File: src/hw/aircc_cfg.svh
// Notes on behaviour
// - Running conversion keeps old channel in free run.
// - Input above reference saturates to full code.
// - Reference field picks pin, supply, reserved, internal.
// - Reference write waits until conversion completes.
// - Sleep with prerequisites starts conversion automatically.
// - Completion raises interrupt even after earlier wake.
// - Other sleep modes leave converter running.
// - Single-ended result is unsigned ten-bit code.
// - Differential result is two's complement ten-bit.
// - Align bit changes result view immediately.
// - Result registers hold completed conversion.
// - Done flag set after result registers update.
// - Channel codes map inputs, differential, bandgap, ground.
// - Left align puts bits 9:2 high byte.
`ifndef AIRCC_CFG_SVH
`define AIRCC_CFG_SVH
`define AIRCC_ADDR_SELECT   3'h0
`define AIRCC_ADDR_CONTROL  3'h1
`define AIRCC_ADDR_RES_LOW  3'h2
`define AIRCC_ADDR_RES_HIGH 3'h3
`define AIRCC_ADDR_STATUS   3'h4
`define AIRCC_ADDR_MASK     3'h5
`define AIRCC_SELECT_RESET  8'h00
`define AIRCC_CTRL_ON       7
`define AIRCC_CTRL_TRIG     6
`define AIRCC_CTRL_FREE     5
`define AIRCC_SEL_ALIGN     5
`define AIRCC_CONV_CYCLES   5'h0d
`define AIRCC_FIRST_CYCLES  5'h19
`define AIRCC_CODE_MAX      10'h3ff
`define AIRCC_DIFF_MAX      10'h1ff
`define AIRCC_DIFF_MIN      10'h200
`define AIRCC_CH_BANDGAP    5'h1e
`define AIRCC_CH_GROUND     5'h1f
`define AIRCC_CH_SE_LAST    5'h07
`endif

File: src/hw/aircc_pkg.sv
package aircc_pkg;
  typedef enum logic [1:0] {
    AIRCC_IDLE = 2'b00,
    AIRCC_CONV = 2'b01,
    AIRCC_DONE = 2'b11
  } aircc_state_e;
  typedef enum logic [1:0] {
    AIRCC_REF_PIN      = 2'b00,
    AIRCC_REF_SUPPLY   = 2'b01,
    AIRCC_REF_RESERVED = 2'b10,
    AIRCC_REF_INTERNAL = 2'b11
  } aircc_ref_e;
endpackage

File: src/hw/aircc_top.sv
// The strobed register port and the register offsets are this design's own decisions.
`timescale 1ns/1ps
`default_nettype none
`include "aircc_cfg.svh"
module aircc_top
  import aircc_pkg::*;
(
  input  wire logic       mclk,
  input  wire logic       reset,
  input  wire logic [2:0] reg_addr,
  input  wire logic [7:0] reg_wdata,
  input  wire logic       reg_wr,
  input  wire logic       reg_rd,
  output var  logic [7:0] reg_rdata,
  output var  logic       irq,
  input  wire logic       sleep_noise_mode,
  input  wire logic       cpu_halted,
  input  wire logic [9:0] sar_code,
  input  wire logic       sar_over_range,
  output var  logic [4:0] sar_channel,
  output var  logic       sar_differential,
  output var  logic       ref_ext_pin,
  output var  logic       ref_supply,
  output var  logic       ref_internal,
  output var  logic       sar_sample
);

  // Pin-side inputs pass two flip-flops before use.
  logic [1:0]   sleep_sync_r;
  logic [1:0]   halt_sync_r;
  logic [10:0]  code_sync1_r;
  logic [10:0]  code_sync2_r;
  logic [7:0]   select_r;
  logic         conv_on_r;
  logic         trigger_r;
  logic         free_run_r;
  logic         first_pending_r;
  logic         done_flag_r;
  logic         mask_r;
  logic [4:0]   cnt_r;
  logic [9:0]   result_r;
  logic [7:0]   locked_sel_r;
  logic         sleep_armed_r;
  aircc_state_e state_r;
  aircc_state_e state_nxt;
  logic         start_req;
  logic         complete;
  logic [9:0]   raw_code;
  logic [7:0]   res_low;
  logic [7:0]   res_high;
  logic         status_rd;
  logic         sel_wr;
  logic         ctl_wr;
  logic         mask_wr;
  logic         trig_wr;
  logic         entering;
  logic [7:0]   read_word;

  always_ff @(posedge mclk or posedge reset) begin
    if (reset) begin
      sleep_sync_r <= 2'h0;
    end else begin
      sleep_sync_r <= {sleep_sync_r[0], sleep_noise_mode};
    end
  end

  always_ff @(posedge mclk or posedge reset) begin
    if (reset) begin
      halt_sync_r <= 2'h0;
    end else begin
      halt_sync_r <= {halt_sync_r[0], cpu_halted};
    end
  end

  // The converter word can only move in the first cycles of a conversion and then holds, so sampling it bit by bit is safe.
  // A word that moved near the end of a conversion would be caught half old, half new.
  always_ff @(posedge mclk or posedge reset) begin
    if (reset) begin
      code_sync1_r <= 11'h000;
      code_sync2_r <= 11'h000;
    end else begin
      code_sync1_r <= {sar_over_range, sar_code};
      code_sync2_r <= code_sync1_r;
    end
  end

  // Sleep start fires once per sleep entry, only when the converter is on and idle.
  always_ff @(posedge mclk or posedge reset) begin
    if (reset) begin
      sleep_armed_r <= 1'b1;
    end else if (!(sleep_sync_r[1] && halt_sync_r[1])) begin
      sleep_armed_r <= 1'b1;
    end else if (state_r == AIRCC_CONV) begin
      sleep_armed_r <= 1'b0;
    end
  end

  assign start_req = conv_on_r && (trigger_r
                     || (sleep_armed_r && sleep_sync_r[1] && halt_sync_r[1] && !free_run_r));
  assign complete  = (state_r == AIRCC_CONV) && (cnt_r == 5'h01);

  always_comb begin
    state_nxt = state_r;
    unique case (state_r)
      AIRCC_IDLE: begin
        if (start_req) state_nxt = AIRCC_CONV;
      end
      AIRCC_CONV: begin
        if (!conv_on_r) state_nxt = AIRCC_IDLE;
        else if (complete) state_nxt = AIRCC_DONE;
      end
      AIRCC_DONE: begin
        if (free_run_r && conv_on_r) begin
          state_nxt = AIRCC_CONV;
        end else begin
          state_nxt = AIRCC_IDLE;
        end
      end
      default: begin
        state_nxt = AIRCC_IDLE;
      end
    endcase
  end

  always_ff @(posedge mclk or posedge reset) begin
    if (reset) begin
      state_r <= AIRCC_IDLE;
    end else begin
      state_r <= state_nxt;
    end
  end

  // Cycle counter; the first conversion after switching on runs long.
  assign entering = (state_r != AIRCC_CONV) && (state_nxt == AIRCC_CONV);

  always_ff @(posedge mclk or posedge reset) begin
    if (reset) begin
      cnt_r <= 5'h00;
    end else if (entering) begin
      cnt_r <= first_pending_r ? `AIRCC_FIRST_CYCLES : `AIRCC_CONV_CYCLES;
    end else if (state_r == AIRCC_CONV && cnt_r != 5'h00) begin
      cnt_r <= cnt_r - 5'h01;
    end
  end

  // Switching off re-arms the long first conversion, even when it cut one short.
  always_ff @(posedge mclk or posedge reset) begin
    if (reset) begin
      first_pending_r <= 1'b1;
    end else if (!conv_on_r) begin
      first_pending_r <= 1'b1;
    end else if (entering) begin
      first_pending_r <= 1'b0;
    end
  end

  // Selection is copied to the converter only outside a conversion, so a write mid-conversion
  // lands on the next one; in free run the conversion already started keeps the old channel.
  always_ff @(posedge mclk or posedge reset) begin
    if (reset) begin
      locked_sel_r <= `AIRCC_SELECT_RESET;
    end else if (state_nxt != AIRCC_CONV || state_r != AIRCC_CONV) begin
      if (state_r != AIRCC_CONV) begin
        locked_sel_r <= select_r;
      end
    end
  end

  always_ff @(posedge mclk or posedge reset) begin
    if (reset) begin
      sar_channel <= 5'h00;
    end else begin
      sar_channel <= locked_sel_r[4:0];
    end
  end

  always_ff @(posedge mclk or posedge reset) begin
    if (reset) begin
      sar_differential <= 1'b0;
    end else begin
      sar_differential <= (locked_sel_r[4:0] > `AIRCC_CH_SE_LAST)
                          && (locked_sel_r[4:0] < `AIRCC_CH_BANDGAP);
    end
  end

  // The reserved reference code drives no switch at all, so nothing is shorted.
  always_ff @(posedge mclk or posedge reset) begin
    if (reset) begin
      ref_ext_pin <= 1'b0;
    end else begin
      ref_ext_pin <= aircc_ref_e'(locked_sel_r[7:6]) == AIRCC_REF_PIN;
    end
  end

  always_ff @(posedge mclk or posedge reset) begin
    if (reset) begin
      ref_supply <= 1'b0;
    end else begin
      ref_supply <= aircc_ref_e'(locked_sel_r[7:6]) == AIRCC_REF_SUPPLY;
    end
  end

  always_ff @(posedge mclk or posedge reset) begin
    if (reset) begin
      ref_internal <= 1'b0;
    end else begin
      ref_internal <= aircc_ref_e'(locked_sel_r[7:6]) == AIRCC_REF_INTERNAL;
    end
  end

  always_ff @(posedge mclk or posedge reset) begin
    if (reset) begin
      sar_sample <= 1'b0;
    end else begin
      sar_sample <= state_r == AIRCC_CONV;
    end
  end

  // Coding of the raw converter word into the stored result.
  always_comb begin
    raw_code = code_sync2_r[9:0];
    if (locked_sel_r[4:0] == `AIRCC_CH_GROUND) begin
      raw_code = 10'h000;
    end else if (code_sync2_r[10]) begin
      if (sar_differential) begin
        raw_code = code_sync2_r[9] ? `AIRCC_DIFF_MIN : `AIRCC_DIFF_MAX;
      end else begin
        raw_code = `AIRCC_CODE_MAX;
      end
    end
  end

  always_ff @(posedge mclk or posedge reset) begin
    if (reset) begin
      result_r <= 10'h000;
    end else if (complete) begin
      result_r <= raw_code;
    end
  end

  // The done flag rises the cycle after the result write; a read of the status clears it, set wins.
  assign status_rd = reg_rd && reg_addr == `AIRCC_ADDR_STATUS;
  always_ff @(posedge mclk or posedge reset) begin
    if (reset) begin
      done_flag_r <= 1'b0;
    end else if (state_r == AIRCC_DONE) begin
      done_flag_r <= 1'b1;
    end else if (status_rd) begin
      done_flag_r <= 1'b0;
    end
  end

  always_ff @(posedge mclk or posedge reset) begin
    if (reset) begin
      irq <= 1'b0;
    end else begin
      irq <= (done_flag_r || state_r == AIRCC_DONE) && mask_r;
    end
  end

  // Software registers. Sleep modes never clear the enable bit, only software does.
  assign sel_wr  = reg_wr && reg_addr == `AIRCC_ADDR_SELECT;
  assign ctl_wr  = reg_wr && reg_addr == `AIRCC_ADDR_CONTROL;
  assign mask_wr = reg_wr && reg_addr == `AIRCC_ADDR_MASK;
  assign trig_wr = ctl_wr && reg_wdata[`AIRCC_CTRL_TRIG] && reg_wdata[`AIRCC_CTRL_ON];

  always_ff @(posedge mclk or posedge reset) begin
    if (reset) begin
      select_r <= `AIRCC_SELECT_RESET;
    end else if (sel_wr) begin
      select_r <= reg_wdata;
    end
  end

  always_ff @(posedge mclk or posedge reset) begin
    if (reset) begin
      conv_on_r <= 1'b0;
    end else if (ctl_wr) begin
      conv_on_r <= reg_wdata[`AIRCC_CTRL_ON];
    end
  end

  always_ff @(posedge mclk or posedge reset) begin
    if (reset) begin
      free_run_r <= 1'b0;
    end else if (ctl_wr) begin
      free_run_r <= reg_wdata[`AIRCC_CTRL_FREE];
    end
  end

  always_ff @(posedge mclk or posedge reset) begin
    if (reset) begin
      mask_r <= 1'b0;
    end else if (mask_wr) begin
      mask_r <= reg_wdata[0];
    end
  end

  // Trigger bit reads one while converting; writing zero does nothing.
  always_ff @(posedge mclk or posedge reset) begin
    if (reset) begin
      trigger_r <= 1'b0;
    end else if (trig_wr) begin
      trigger_r <= 1'b1;
    end else if (!conv_on_r || (state_r == AIRCC_DONE && !free_run_r)) begin
      trigger_r <= 1'b0;
    end
  end

  // The alignment bit is applied at read time, so it acts at once even mid-conversion.
  always_comb begin
    if (select_r[`AIRCC_SEL_ALIGN]) begin
      res_high = result_r[9:2];
      res_low  = {result_r[1:0], 6'h00};
    end else begin
      res_high = {6'h00, result_r[9:8]};
      res_low  = result_r[7:0];
    end
  end

  // Unmapped addresses read zero, so software probing the space sees nothing stray.
  always_comb begin
    unique case (reg_addr)
      `AIRCC_ADDR_SELECT:   read_word = select_r;
      `AIRCC_ADDR_CONTROL:  read_word = {conv_on_r, trigger_r || state_r != AIRCC_IDLE,
                                         free_run_r, 5'h00};
      `AIRCC_ADDR_RES_LOW:  read_word = res_low;
      `AIRCC_ADDR_RES_HIGH: read_word = res_high;
      `AIRCC_ADDR_STATUS:   read_word = {7'h00, done_flag_r};
      `AIRCC_ADDR_MASK:     read_word = {7'h00, mask_r};
      default:              read_word = 8'h00;
    endcase
  end

  // Read data stand for one cycle only and fall back to zero.
  always_ff @(posedge mclk or posedge reset) begin
    if (reset) begin
      reg_rdata <= 8'h00;
    end else if (reg_rd) begin
      reg_rdata <= read_word;
    end else begin
      reg_rdata <= 8'h00;
    end
  end

endmodule
`default_nettype wire
File: config.mk
export PLATFORM = sky130hd
export DESIGN_NAME = aircc_top
export DESIGN_NICKNAME = d
export VERILOG_FILES = /design/src/hw/aircc_pkg.sv /design/src/hw/aircc_top.sv
export VERILOG_INCLUDE_DIRS = /design/src /design/src/hw
export SDC_FILE = /design/constraint.sdc
export NUM_CORES = 1
export LEC_CHECK = 0
export BUFFER_PORTS_ARGS = -buffer_cell sky130_fd_sc_hd__buf_2
export CAP_MARGIN = 5
export CORE_MARGIN = 2
export CORE_UTILIZATION = 56
export CTS_CLUSTER_DIAMETER = 30
export DETAILED_ROUTE_END_ITERATION = 10
export GPL_TIMING_DRIVEN = 1
export HOLD_SLACK_MARGIN = 0.05
export PLACE_DENSITY = 0.78
export SLEW_MARGIN = 10
export SYNTH_ARGS = -nofsm -noshare
export SYNTH_HDL_FRONTEND = slang
export SYNTH_SLANG_ARGS = --single-unit
File: constraint.sdc
create_clock -name mclk -period 3.26 [get_ports mclk]
set_input_delay 0.652 -clock mclk [delete_from_list [all_inputs] [get_ports mclk]]
set_output_delay 0.652 -clock mclk [all_outputs]
set_load 0.03 [all_outputs]
Word-level counts from Yosys, hierarchy flattened --
Index checks and enable logic that the tools add are counted.
Cells by class: add/subtract/negate cells 1, order comparisons 2, equality and inequality tests 16, mux-type cells 24, reductions and logical operators 34
Operator list (count):
- $pmux W8 S6 | 1
- $mux W10 | 4
- $mux W8 | 3
- $logic_and A1 B1 Y1 | 18
- $mux W5 | 3
- $mux W1 | 9
- $ne A2 B1 Y1 const B | 4
- $reduce_bool A2 Y1 | 4
- $eq A2 B1 Y1 const B | 3
- $eq A3 B2 Y1 const B | 2
- $eq A3 B3 Y1 const B | 2
- $mux W2 | 3
- $pmux W2 S3 | 1
- $eq A5 B1 Y1 const B | 1
- $eq A5 B5 Y1 const B | 1
- $gt A5 B3 Y1 const B | 1
- $logic_or A1 B1 Y1 | 5
- $lt A5 B5 Y1 const B | 1
- $reduce_bool A5 Y1 | 1
- $sub A5 B1 Y5 const B | 1
- $eq A2 B2 Y1 const B | 2
- $logic_not A2 Y1 | 2
- $eq A3 B1 Y1 const B | 1
- $logic_not A3 Y1 | 1
- 2 further kinds | 3
Word-level totals: bits in registers 85, input bits 28, output and inout port bits 19, word-level logic and storage cells 101

Depth between registers and ports, before layout --
depth in word-level cells 11, depth in mapped cells 7

Worst setup path before layout --
No wires, ideal clock.
kind input port to flip-flop, start input port reg_addr[0], end register select_r[0], data arrival time 1634 ps, slack 1501 ps, stages 3, path through buf_2 > nor4b_4 > mux2_2
Between the ends: word-level cells in the longest chain between the ends 2
Ends and longest elaborated chain:
- start: declaration | RTL line aircc_top.sv:10 | input wire logic [2:0] reg_addr,
- $logic_not A3 Y1
- $logic_and A1 B1 Y1 (no line)
- end signal: assignment | RTL line aircc_top.sv:269 | select_r <= `AIRCC_SELECT_RESET;
- end signal: assignment | RTL line aircc_top.sv:271 | select_r <= reg_wdata;
- end: declaration | RTL line aircc_top.sv:33 | logic [7:0] select_r;
Every way passes these cells. A chain may end at the register's enable or synchronous reset.

Worst setup path after layout --
start register state_r[1], end register result_r[1]
Between the ends: word-level cells in the longest chain between the ends 2
Ends and longest elaborated chain:
- start: declaration | RTL line aircc_top.sv:44 | aircc_state_e state_r;
- start signal: assignment | RTL line aircc_top.sv:129 | state_r <= state_nxt;
- $eq A2 B1 Y1 | RTL line aircc_top.sv:100 | assign complete = (state_r == AIRCC_CONV) && (cnt_r == 5'h01);
- $logic_and A1 B1 Y1 | RTL line aircc_top.sv:100
- end signal: assignment | RTL line aircc_top.sv:237 | result_r <= raw_code;
- end: declaration | RTL line aircc_top.sv:41 | logic [9:0] result_r;
Every way passes these cells.

==> results.md <==
- Worst EP required: 3520 ps
- Power Dens Cells: 747 mW/mm2
- Clock Path Buffers: 2
- Syn Area/Cell: 11.9 um2
- Number of synthesized flops with an enable pin: 0
- Final Max Tran Viols: 0
- Asr flop ratio synth: 1.00
- Post-Syn Area: 0.00324 mm2
- Area of the multi-input gates: 0.00106 mm2
- CTS Root Cell: clkbuf_8
- Post-CTS setup buffers: 0
- Site row count: 27
- Layout area overhead: 15.9%
- Max_slew headroom: 0.570
- DRC viols: 0
- Period utilisation layout: 0.575
- Total GRT Usage: 0.201
- Sequential area share after synthesis: 0.649
- Register area: 0.00210 mm2
- Core Area: 0.00554 mm2
- DR vias/cell: 5.27
- Detailed Route WL: 5610 um
- Final ANT Viol Nets: 0
- Syn Nets: 303
- Clock sink total: 84
- Pre-CTS setup slack: 1280 ps
- PortBufs: 46
- Min-delay worst type: input pin to async pin
- Tmin final: 1880 ps
- CTS Buf Count: 9
- Worst slew pin tran: 635 ps
- Total grt overflow: 0
- Worst-path clk slew: 80 ps
- Final worst slack: 1380 ps
- Hold buffers post-CTS: 0
- Fmax: 533 MHz
- H-tree level count: 3
- Vias in the first global route: 2033
- Synth Flop Type: dfrtp_1
- Die Wd: 80.1 um
- HPWL after DPL: 3950 um
- Setup TNS Final: 0 ps
- Startpoint Class: flip-flop
- Most frequent cells after synthesis: dfrtp_1 (82), nand2_1 (45), nor2_1 (24)
- Crit path max fanout: 13
- Top cells by area, synth: dfrtp_1 (63%), nand2_1 (5.2%), mux2_2 (3.5%), o21ai_0 (3.1%), nor2_1 (2.8%)
- Area leader, netlist: dfrtp_1
- Starting Density: 0.585
- Dominant cell by count in the synthesized netlist: dfrtp_1
- Initial DRC count: 190
- Final hold violation count: 0
- RD Place Congestion: 0.877
- Leakage power: 1.82 nW
- # nets final: 353
- First-pass GRT wire length: 9470 um
- RSZ-0062 raised after global routing: no
- MaxCap Viol Count: 0
- Initial antenna violation count: 0
- Setup crit end kind: flip-flop
- YS warnings: 0
- Layout fillers: 435
- Cell Area, Placed: 0.00353 mm2
- Crit Path Class: flip-flop to flip-flop
- # IOs: 47
- Final setup fails: 0
- Worst skew pair latency: 350 ps
- Post_cts resized: 0
- Status: complete, no violations
- Diode count: 0
- Post-synth cell types: 47
- Largest net degree at the start of global routing: 36
- Seq cells post-synth: 84
- Die ar.: 0.00641 mm2
- Fraction of layout cells with a size suffix above 1: 0.257
- Mapped Cells: 272
- WL per Instance: 14.1 um
- TritonRoute pass-1 iters: 4
- Design area: 0.00375 mm2
- DR vias: 2101
- Share of the synthesized area in the top cell type: 0.633
- Data arrival, critical path: 2140 ps
- CTS tree: yes
- Clock skew: 9.47 ps
- Worst IR Drop VDD: 0.453 mV
- Die height: 80.1 um
==> where the power goes <==
part / internal [W] / total (W) / switching (W)
logic: 0.000225 / 0.000552 / 0.000327
clock network: 0.000455 / 0.000821 / 0.000365
registers: 0.00126 / 0.00143 / 0.000174
==> final timing paths <==
kind,start,endpoint,slack (ps),cells after the start
max,state_r[1]$_DFF_PP0_,result_r[1]$_DFFE_PP0P_,1380,5
min,reset,irq$_DFF_PP0_,230,2
max reg2reg,state_r[1]$_DFF_PP0_,result_r[1]$_DFFE_PP0P_,1380,5
min reg2reg,code_sync1_r[4]$_DFF_PP0_,code_sync2_r[4]$_DFF_PP0_,350,0
max in group asynchronous,reset,sleep_armed_r$_DFFE_PP1P_,2280,3
min in group mclk,code_sync1_r[4]$_DFF_PP0_,code_sync2_r[4]$_DFF_PP0_,350,0
==> metrics by stage <==
stage,total power (W),util,hold slack (ps),std cells
4_1_cts,0.00283,0.678,225,399
3_3_place_gp,0.00198,0.637,332,383
5_1_grt,0.00297,0.678,238,399
2_1_floorplan,0.00183,-,331,272
6_report,0.00281,0.678,226,399
3_5_place_dp,0.00201,0.637,335,383
==> cell type report <==
class,count,area share
multi-input combinational,172,0.283
clock buffer,11,0.0377
sequential,84,0.560
clock inverter,5,0.0223
inverter,7,0.00733
tap,72,0.0240
timing repair buffer,48,0.0653
==> registers in the layout (all words and copies together), names as in the netlist, 2 cells and up <==
register / cells
sar_channel: 5
halt_sync_r: 2
code_sync2_r: 11
code_sync1_r: 11
state_r: 2
cnt_r: 5
sleep_sync_r: 2
reg_rdata: 8
locked_sel_r: 7
result_r: 10
select_r: 8
==> metal layers <==
layer  share of wire  vias up  track usage
li1                -     1028            -
met1            0.46      995        0.274
met2            0.45       64        0.290
met3           0.058       14       0.0528
met4           0.030        0        0.119
met5               0        -            0
==> layout by cell type (no fill, tap or decap), drive strengths merged, types with 2 or more instances in the layout <==
cell	Yosys	layout
ha	3	3
mux2i	5	5
mux2	10	10
a22oi	3	3
dfrtp	82	82
dfstp	2	2
clkinvlp	0	2
and3	3	3
nor3	2	2
nor2	24	24
clkbuf	3	11
nand2	45	45
nor2b	4	4
inv	7	7
and2	5	5
buf	6	48
nand3	8	8
nor4b	2	2
o22ai	2	2
a21oi	9	9
nand2b	4	4
nor3b	2	2
bufinv	0	2
o21ai	20	20
==> worst max-delay path, stage by stage (launching register included) <==
cell and delay (ps):
dfrtp_1 460, nand2b_4 240, inv_2 200, nand3_1 370
nand3b_4 330, o21ai_0 190
==> cell families after synthesis <==
logic type	count (synthesis)	share of synthesized area
and+or+nand+nor	107	0.169
buffers and inverters	16	0.0228
xor gates and xnor gates	2	0.00541
muxes	15	0.0502
adders and majority gates	3	0.0116
DFF	84	0.649
AOI/OAI and AO/OA	45	0.0911
Power figures use the tool's default switching activity.
